==> config.mk <==
export PLATFORM = sky130hd
export DESIGN_NAME = signed_bcd_binary_converter
export DESIGN_NICKNAME = d
export VERILOG_FILES = /design/src/hdl/sbcd_conv_pkg.sv /design/src/hdl/signed_bcd_binary_converter.sv
export SDC_FILE = /design/constraint.sdc
export NUM_CORES = 1
export LEC_CHECK = 0
export BUFFER_PORTS_ARGS = -buffer_cell sky130_fd_sc_hd__buf_2
export CAP_MARGIN = 0
export CORE_ASPECT_RATIO = 2
export CORE_UTILIZATION = 35
export DETAILED_ROUTE_END_ITERATION = 8
export PLACE_DENSITY = 0.48
export SYNTH_ARGS = -nofsm -noshare
export SYNTH_HDL_FRONTEND = slang
export SYNTH_SLANG_ARGS = --single-unit
==> constraint.sdc <==
create_clock -name clk_i -period 40.5 [get_ports clk_i]
set_input_delay 4.05 -clock clk_i [delete_from_list [all_inputs] [get_ports clk_i]]
set_output_delay 4.05 -clock clk_i [all_outputs]
set_load 0.005 [all_outputs]
==> src/hdl/sbcd_conv_pkg.sv <==
// Package: register map, operation codes, format limits and carrier types of the signed BCD converter
`default_nettype none
package sbcd_conv_pkg;

   // Register byte offsets on the Wishbone slave
   localparam logic [7:0] adr_opcode = 8'h00;
   localparam logic [7:0] adr_format = 8'h04;
   localparam logic [7:0] adr_src_lo = 8'h08;
   localparam logic [7:0] adr_src_hi = 8'h0c;
   localparam logic [7:0] adr_res_lo = 8'h10;
   localparam logic [7:0] adr_res_hi = 8'h14;
   localparam logic [7:0] adr_status = 8'h18;
   localparam logic [7:0] adr_start  = 8'h1c;

   // Status register bit positions
   localparam int sts_done_bit  = 0;
   localparam int sts_error_bit = 1;
   localparam int sts_equal_bit = 2;
   localparam int sts_neg_bit   = 3;
   localparam int sts_busy_bit  = 4;

   // Operation codes, decimal 470 to 473
   localparam logic [15:0] op_bcd_to_bin_single = 16'h01d6;
   localparam logic [15:0] op_bin_to_bcd_single = 16'h01d7;
   localparam logic [15:0] op_bcd_to_bin_double = 16'h01d8;
   localparam logic [15:0] op_bin_to_bcd_double = 16'h01d9;

   // Reset values
   localparam logic [15:0] word_reset = 16'h0000;
   localparam logic [31:0] bus_reset  = 32'h0000_0000;

   // Highest legal format selector
   localparam logic [15:0] format_max = 16'h0003;

   // Binary windows per format, index is the format selector
   localparam logic [3:0][31:0] single_min = {32'hffff_f831, 32'hffff_fc19, 32'hffff_e0c1, 32'hffff_fc19};
   localparam logic [3:0][31:0] single_max = {32'h0000_270f, 32'h0000_270f, 32'h0000_1f3f, 32'h0000_03e7};
   localparam logic [3:0][31:0] double_min = {32'hfece_d301, 32'hff67_6981, 32'hfb3b_4c01, 32'hff67_6981};
   localparam logic [3:0][31:0] double_max = {32'h05f5_e0ff, 32'h05f5_e0ff, 32'h04c4_b3ff, 32'h0098_967f};

   // Sequencer states
   typedef enum logic [0:0] {
      st_idle    = 1'b0,
      st_convert = 1'b1
   } state_type;

   // Condition flags of one conversion
   typedef struct packed {
      logic negative;
      logic equal;
      logic error_flag;
   } flags_type;

   // Outcome of one conversion
   typedef struct packed {
      flags_type   flags;
      logic        write;
      logic [15:0] hi;
      logic [15:0] lo;
   } conv_result_type;

endpackage
`default_nettype wire

==> src/hdl/signed_bcd_binary_converter.sv <==
// Signed BCD to binary and binary to signed BCD converter with a Wishbone register slave
// Functional notes
// - Opcode 470 converts one BCD word, 472 converts a two-word BCD value.
// - Error when format selector exceeds 3; error cleared when nothing is wrong.
// - BCD source: format 2 top digit A-E, format 3 top digit B-E is error.
// - BCD source: any non-decimal digit below the top digit, one word or two, is an error.
// - After BCD to binary, equal set when whole result is zero.
// - After BCD to binary, negative follows bit 15 of upper or single word.
// - Single format 0: -999..999 maps to FC19..FFFF and 0000..03E7.
// - Single format 1: -7999..7999 maps to E0C1..FFFF and 0000 upward.
// - Single format 2: accepts -999 up to 9999.
// - Single format 3: accepts -1999 up to 9999, negatives give F831..FFFF.
// - Double format 0: plus or minus 9999999, maximum 0098967F.
// - Double format 1: plus or minus 79999999, maximum 04C4B3FF.
// - Double format 2: -9999999 up to 99999999, maximum 05F5E0FF.
// - Double format 3: down to -19999999, which is FECED301.
// - Two-word operations: second word is upper half, both source and result.
// - Single binary to BCD accepts only the per-format window, emits signed BCD.
// - Double binary to BCD accepts only the per-format window, emits two BCD words.
// - Binary to BCD: source outside the format window is an error.
// - Binary to BCD format 3: negative when top result digit is A or F.
// - Negative zero counts as zero and raises no error.
`default_nettype none
module signed_bcd_binary_converter
   import sbcd_conv_pkg::*;
(
   input  wire logic        clk_i,
   input  wire logic        reset_i,
   input  wire logic        wb_cyc_i,
   input  wire logic        wb_stb_i,
   input  wire logic        wb_we_i,
   input  wire logic [7:0]  wb_adr_i,
   input  wire logic [3:0]  wb_sel_i,
   input  wire logic [31:0] wb_dat_i,
   output logic      [31:0] wb_dat_o,
   output logic             wb_ack_o,
   output logic             done_o,
   output logic             error_flag_o,
   output logic             equal_o,
   output logic             negative_o
);

   // Nibble is a decimal digit
   function automatic logic digit_ok(input logic [3:0] d);
      return d <= 4'h9;
   endfunction

   // Eight packed BCD digits to binary, digits assumed valid
   function automatic logic [31:0] bcd_to_bin(input logic [31:0] bcd);
      logic [31:0] acc;
      acc = '0;
      for (int k = 7; k >= 0; k--) begin
         acc = (acc << 3) + (acc << 1) + {28'h0, bcd[4*k +: 4]};
      end
      return acc;
   endfunction

   // Binary magnitude to eight packed BCD digits, shift-and-add-three
   function automatic logic [31:0] bin_to_bcd(input logic [31:0] bin);
      logic [31:0] r;
      r = '0;
      for (int i = 31; i >= 0; i--) begin
         for (int k = 0; k < 8; k++) begin
            if (r[4*k +: 4] >= 4'h5) begin
               r[4*k +: 4] = r[4*k +: 4] + 4'h3;
            end
         end
         r = {r[30:0], bin[i]};
      end
      return r;
   endfunction

   // Byte-lane merge of a 16-bit register write; only the two low lanes exist
   function automatic logic [15:0] lane_merge(input logic [15:0] old, input logic [15:0] wd, input logic [3:0] sel);
      return {sel[1] ? wd[15:8] : old[15:8], sel[0] ? wd[7:0] : old[7:0]};
   endfunction

   // Software visible state
   logic [15:0]     opcode_q, opcode_d;
   logic [15:0]     format_q, format_d;
   logic [15:0]     src_lo_q, src_lo_d;
   logic [15:0]     src_hi_q, src_hi_d;
   logic [15:0]     res_lo_q, res_lo_d;
   logic [15:0]     res_hi_q, res_hi_d;
   flags_type       flags_q, flags_d;
   logic            done_q, done_d;
   state_type       state_q, state_d;
   logic            ack_q, ack_d;
   logic [31:0]     dat_q, dat_d;
   conv_result_type conv;

   // Bus strobes; writes land on the edge where the master sees ack
   logic bus_req;
   logic wr_now;
   logic start_wr;
   assign bus_req  = wb_cyc_i & wb_stb_i;
   assign wr_now   = bus_req & wb_we_i & ack_q;
   assign start_wr = wr_now & (wb_adr_i == adr_start) & wb_sel_i[0] & wb_dat_i[0];

   // Conversion datapath, purely combinational from the held operands
   always_comb begin
      logic        single;
      logic        bad_fmt;
      logic        err;
      logic        neg;
      logic [1:0]  fmt;
      logic [3:0]  top;
      logic [3:0]  top_mag;
      logic [31:0] body;
      logic [31:0] mag;
      logic [31:0] val;
      logic [31:0] bcd;
      logic [31:0] lo_lim;
      logic [31:0] hi_lim;
      single  = 1'b0;
      bad_fmt = 1'b0;
      err     = 1'b0;
      neg     = 1'b0;
      fmt     = format_q[1:0];
      top     = 4'h0;
      top_mag = 4'h0;
      body    = '0;
      mag     = '0;
      val     = '0;
      bcd     = '0;
      lo_lim  = '0;
      hi_lim  = '0;
      conv    = '0;
      bad_fmt = format_q > format_max;
      if (opcode_q == op_bcd_to_bin_single || opcode_q == op_bcd_to_bin_double) begin
         single = opcode_q == op_bcd_to_bin_single;
         // Upper word is the high half of a two-word source
         top  = single ? src_lo_q[15:12] : src_hi_q[15:12];
         body = single ? {20'h0, src_lo_q[11:0]} : {4'h0, src_hi_q[11:0], src_lo_q};
         for (int k = 0; k < 8; k++) begin
            if (!digit_ok(body[4*k +: 4])) begin
               err = 1'b1;
            end
         end
         // Top digit carries sign and, in some formats, a magnitude digit
         case (fmt)
            2'h0: begin
               neg = top == 4'hf;
               err = err | (top != 4'hf && top != 4'h0);
            end
            2'h1: begin
               neg     = top[3];
               top_mag = {1'b0, top[2:0]};
            end
            2'h2: begin
               neg     = top == 4'hf;
               err     = err | (top >= 4'ha && top <= 4'he);
               top_mag = neg ? 4'h0 : top;
            end
            default: begin
               neg     = top == 4'hf || top == 4'ha;
               err     = err | (top >= 4'hb && top <= 4'he);
               top_mag = top == 4'ha ? 4'h1 : (neg ? 4'h0 : top);
            end
         endcase
         if (single) begin
            body[15:12] = top_mag;
         end else begin
            body[31:28] = top_mag;
         end
         mag = bcd_to_bin(body);
         val = neg ? (32'h0 - mag) : mag; // Minus zero folds to zero
         conv.lo = val[15:0];
         conv.hi = single ? word_reset : val[31:16];
         conv.flags.equal    = single ? (val[15:0] == 16'h0) : (val == 32'h0);
         conv.flags.negative = single ? val[15] : val[31];
      end else if (opcode_q == op_bin_to_bcd_single || opcode_q == op_bin_to_bcd_double) begin
         single = opcode_q == op_bin_to_bcd_single;
         val    = single ? {{16{src_lo_q[15]}}, src_lo_q} : {src_hi_q, src_lo_q};
         lo_lim = single ? single_min[fmt] : double_min[fmt];
         hi_lim = single ? single_max[fmt] : double_max[fmt];
         neg    = val[31];
         // Window check on the signed source
         err = neg ? ($signed(val) < $signed(lo_lim)) : ($signed(val) > $signed(hi_lim));
         mag = neg ? (32'h0 - val) : val;
         bcd = bin_to_bcd(mag);
         top = single ? bcd[15:12] : bcd[31:28];
         if (neg) begin
            case (fmt)
               2'h1:    top = top | 4'h8;
               2'h3:    top = top == 4'h1 ? 4'ha : 4'hf;
               default: top = 4'hf;
            endcase
         end
         if (single) begin
            bcd[15:12] = top;
            bcd[31:16] = '0;
         end else begin
            bcd[31:28] = top;
         end
         conv.lo             = bcd[15:0];
         conv.hi             = bcd[31:16];
         conv.flags.equal    = bcd == 32'h0;
         conv.flags.negative = neg;
      end else begin
         err = 1'b1; // Unknown operation code is refused like a bad format
      end
      // An error suppresses the write and every flag but error
      conv.flags.error_flag = err | bad_fmt;
      conv.write            = !conv.flags.error_flag;
      if (conv.flags.error_flag) begin
         conv.flags.negative = 1'b0;
         conv.flags.equal    = 1'b0;
      end
   end

   // Sequencer: a start write launches one conversion, result lands one cycle later
   always_comb begin
      state_d  = state_q;
      res_lo_d = res_lo_q;
      res_hi_d = res_hi_q;
      flags_d  = flags_q;
      done_d   = done_q;
      case (state_q)
         st_idle: begin
            if (start_wr) begin
               state_d = st_convert;
               done_d  = 1'b0;
            end
         end
         st_convert: begin
            state_d = st_idle;
            flags_d = conv.flags;
            done_d  = 1'b1; // Set wins: no clear can reach here in this state
            if (conv.write) begin
               res_lo_d = conv.lo;
               res_hi_d = conv.hi;
            end
         end
         default: begin
            state_d = st_idle;
         end
      endcase
   end

   always_ff @(posedge clk_i) begin
      if (reset_i) begin
         state_q  <= st_idle;
         res_lo_q <= word_reset;
         res_hi_q <= word_reset;
         flags_q  <= '0;
         done_q   <= 1'b0;
      end else begin
         state_q  <= state_d;
         res_lo_q <= res_lo_d;
         res_hi_q <= res_hi_d;
         flags_q  <= flags_d;
         done_q   <= done_d;
      end
   end

   // Operand registers honour the two low byte lanes; frozen while converting
   always_comb begin
      logic        lock;
      lock     = state_q == st_convert;
      opcode_d = opcode_q;
      format_d = format_q;
      src_lo_d = src_lo_q;
      src_hi_d = src_hi_q;
      if (wr_now && !lock) begin
         case (wb_adr_i)
            adr_opcode: opcode_d = lane_merge(opcode_q, wb_dat_i[15:0], wb_sel_i);
            adr_format: format_d = lane_merge(format_q, wb_dat_i[15:0], wb_sel_i);
            adr_src_lo: src_lo_d = lane_merge(src_lo_q, wb_dat_i[15:0], wb_sel_i);
            adr_src_hi: src_hi_d = lane_merge(src_hi_q, wb_dat_i[15:0], wb_sel_i);
            default: begin
            end
         endcase
      end
   end

   always_ff @(posedge clk_i) begin
      if (reset_i) begin
         opcode_q <= word_reset;
         format_q <= word_reset;
         src_lo_q <= word_reset;
         src_hi_q <= word_reset;
      end else begin
         opcode_q <= opcode_d;
         format_q <= format_d;
         src_lo_q <= src_lo_d;
         src_hi_q <= src_hi_d;
      end
   end

   // Bus answer: ack one cycle after the request, dropped the next; unmapped reads give zero
   always_comb begin
      ack_d = bus_req & ~ack_q;
      dat_d = dat_q;
      if (bus_req && !ack_q) begin
         case (wb_adr_i)
            adr_opcode: dat_d = {16'h0, opcode_q};
            adr_format: dat_d = {16'h0, format_q};
            adr_src_lo: dat_d = {16'h0, src_lo_q};
            adr_src_hi: dat_d = {16'h0, src_hi_q};
            adr_res_lo: dat_d = {16'h0, res_lo_q};
            adr_res_hi: dat_d = {16'h0, res_hi_q};
            adr_status: begin
               dat_d                = bus_reset;
               dat_d[sts_done_bit]  = done_q;
               dat_d[sts_error_bit] = flags_q.error_flag;
               dat_d[sts_equal_bit] = flags_q.equal;
               dat_d[sts_neg_bit]   = flags_q.negative;
               dat_d[sts_busy_bit]  = state_q == st_convert;
            end
            default: dat_d = bus_reset;
         endcase
      end
   end

   always_ff @(posedge clk_i) begin
      if (reset_i) begin
         ack_q <= 1'b0;
         dat_q <= bus_reset;
      end else begin
         ack_q <= ack_d;
         dat_q <= dat_d;
      end
   end

   // Outputs straight from flops
   assign wb_ack_o     = ack_q;
   assign wb_dat_o     = dat_q;
   assign done_o       = done_q;
   assign error_flag_o = flags_q.error_flag;
   assign equal_o      = flags_q.equal;
   assign negative_o   = flags_q.negative;

endmodule
`default_nettype wire

==> flow_metrics.tcl <==
set metrics [dict create \
    outcome "finished clean" \
    cts.sinks 118 \
    grt_use_met2_pct 48.3 \
    r2r_cells 157 \
    required_ns 40.89 \
    cp_max_fo 15 \
    wl_per_cell_um 19.6 \
    clk_path_buf_depth 3 \
    max_freq_ghz 0.0270 \
    yosys.area.top_type "ha_1" \
    worstMarginPinSlew_ns 1.29 \
    ioPinCount 86 \
    synth_edf_count 0 \
    slew_headroom_pct 13.4 \
    rsz0062_at_grt "no" \
    finClkSkew_ns 0.0251 \
    cp.arrival_ns 37.36 \
    rr_startpoint "src_lo_q[1]" \
    use_met3_pct 1.37 \
    async_reset_ff_share_pct 0 \
    antenna_found_initial 0 \
    overflow 0 \
    fill_cells 11361 \
    slowest_delay_ns 0.64 \
    yosysTopAreaCellShare_pct 14.0 \
    synth-seq-cells 118 \
    end_kind "register" \
    rr_endpoint "equal_o" \
    hold_class "register to register" \
    port-buffer-count 51 \
    vias_per_cell 6.04 \
    area.growth.synth_to_final_pct 5.76 \
    min_delay_path_depth 2 \
    power.density_nw_per_um2 10.5 \
    hold_viol_final 0 \
    power.share.combinational_pct 27.9 \
    clkPwrFrac_pct 44.2 \
    synth_common_cells "428 x nor2_1, 420 x ha_1, 418 x a21oi_1, 372 x nand2_1, 316 x inv_1" \
    num_vias 39228 \
    avgSynthCellArea_um2 7.25 \
    fin_setup_tns_ns 0 \
    fp-row-count 169 \
    min-delay-start "opcode_q[5]" \
    wl_um 127000 \
    postCtsHoldBufs 0 \
    yosysWarnings 0 \
    grt_pass1_vias 39385 \
    r2r_setup_slack_ns 3.52 \
    stdcell_count 6492 \
    period_share_pct 91.3 \
    grt_use_total_pct 23.1 \
    slew_viol_final 0 \
    die_h_um 464 \
    hold_path_end "opcode_q[5]" \
    cts_tree "built" \
    yosys.cell_types.count 173 \
    p_int_mw 0.281 \
    grt_max_degree 68 \
    htreeDepth 4 \
    nNetsFinal 5601 \
    p_switching_mw 0.136 \
    seq_power_share_pct 27.9 \
    grt_first_pass_wirelength_um 204000 \
    switching_share_pct 32.7 \
    syn_area_um2 37400 \
    power_mw 0.417 \
    drt-initial-drc-count 1924 \
    syn_inst 5159 \
    core_area_um2 106000 \
    dieArea_um2 108000 \
    ant_nets 0 \
    leakage_nw 17.1 \
    max-vdd-ir-drop_uv 34.7 \
    place_hpwl_um 106000 \
    worst-setup-path-type "register to register" \
    cp_slowest_cell "a2111oi_1" \
    routabilityCongestion 0.912 \
    ys_seq_area_share_pct 6.31 \
    grt_util_met1_pct 20.6 \
    fin_crit_ns 36.98 \
    synth_flop_cell "dfxtp_1" \
    start_kind "register" \
    drive_above_1_share_pct 10.2 \
    clk_latency_ns 0.51 \
    cp_common_cell "ha_1" \
    start_util_pct 35.3 \
    clock-root-buffer "clkbuf_16" \
    setup_viol 0 \
    numCtsBuffers 25 \
    dieWidth_um 233 \
    grt_busiest_layer "met2" \
    drc 0 \
    max_cap_violations 0 \
    firstDrtPassIters 6 \
    yosysMostFrequentCell "nor2_1" \
    synth_area_leaders "ha_1 14%, dfxtp_1 6.3%, a21oi_1 5.6%" \
    dp.cells 6459 \
    clk_pin_slew_ns 0.07 \
]
## how the worst max path moves through the flow
stage	from	to	slack, ns	depth (start not counted)
6_report	src_lo_q[1]	equal_o	3.52	157
5_1_grt	src_lo_q[1]	equal_o	0.08	157
3_5_place_dp	src_lo_q[1]	equal_o	2.78	157
4_1_cts	src_lo_q[1]	equal_o	2.56	157
3_3_place_gp	src_lo_q[1]	equal_o	3.08	157
2_1_floorplan	src_lo_q[0]	equal_o	10.18	161
## critical path: cells and delay by family, from the launching register on
family	cells	cell delay (ns)
flip-flops	1	0.45
multiplexers	3	0.88
AND/OR/NAND/NOR	50	10.35
XOR/XNOR	12	2.98
buffers and inverters	18	2.09
adder cells (fa/ha/maj)	24	6.53
AO/OA/AOI/OAI	50	13.47
## cells in the final DEF (no fill, tap or decap), types with 70 or more instances in the layout
cell | Yosys | final
a31oi_1 | 91 | 91
dfxtp_1 | 118 | 118
xnor2_1 | 186 | 185
mux2i_1 | 134 | 133
and2_1 | 70 | 70
nor3_1 | 151 | 149
o21ai_0 | 225 | 224
inv_1 | 316 | 316
ha_1 | 420 | 419
a211oi_1 | 84 | 83
nor2_1 | 428 | 427
nand3_1 | 176 | 176
xor2_1 | 74 | 74
a21oi_1 | 418 | 417
nand2_1 | 372 | 372
o21bai_1 | 78 | 78
o211ai_1 | 83 | 83
## area by class of cell
type	count	area, um2	share of cell area (%)
clock inverters	2	37.5	0.0948
repair buffers	104	656	1.66
inverters	346	1310	3.30
clock buffers	30	664	1.68
flip-flops and latches	118	2360	5.97
well taps	1368	1710	4.32
diodes	1	2.50	0.00632
multi-input cells	4523	32800	83.0
## registers in the layout, summed over array words and instances, names as in the netlist
signal,cells
src_lo_q,16
opcode_q,16
done_o,1
src_hi_q,16
wb_ack_o,1
format_q,16
negative_o,1
res_lo_q,16
res_hi_q,16
error_flag_o,1
state_q,1
wb_dat_o,16
equal_o,1
## timing repair
action | in CTS | in global routing
resized for setup | 0 | 9
endpoints found under the setup margin | 0 | 1
buffers inserted | 0 | 0
## metrics by stage
| stage | instance area, um2 | utilization (%) | hold WS (ns) | setup slack [ns] |
|---|---|---|---|---|
| floorplan | 37500 | - | 0.445 | 10.18 |
| finish | 39600 | 37.4 | 0.480 | 3.52 |
| global placement | 38800 | 36.7 | 0.463 | 3.08 |
| CTS | 39500 | 37.3 | 0.483 | 2.56 |
| global route | 39600 | 37.4 | 0.505 | 0.0832 |
| detailed placement | 38800 | 36.7 | 0.475 | 2.78 |
## routing by layer
layer / share of wire (%) / vias up
li1: - / 19550
met1: 34 / 18550
met2: 57 / 816
met3: 2.2 / 312
met4: 6.8 / 0
met5: 0 / -
## power groups by stage
stage	clock (mW)	sequential [mW]	combinational, mW
6_report	0.184	0.116	0.116
3_3_place_gp	0	0.119	0.114
4_1_cts	0.186	0.116	0.116
2_1_floorplan	0	0.119	0.0911
3_5_place_dp	0	0.119	0.115
5_1_grt	0.191	0.116	0.132
## cells by family after synthesis
| family | after synthesis | share of synthesized area [%] |
|---|---|---|
| multiplexers | 206 | 5.91 |
| XOR/XNOR | 274 | 6.81 |
| flip-flops | 118 | 6.31 |
| AO/OA/AOI/OAI | 1873 | 36.1 |
| AND/OR/NAND/NOR | 1712 | 23.6 |
| adder cells (fa/ha/maj) | 442 | 15.0 |
| other | 1 | 0.0100 |
| buffers and inverters | 533 | 6.25 |
No activity file was read; power rests on OpenSTA's default activity.
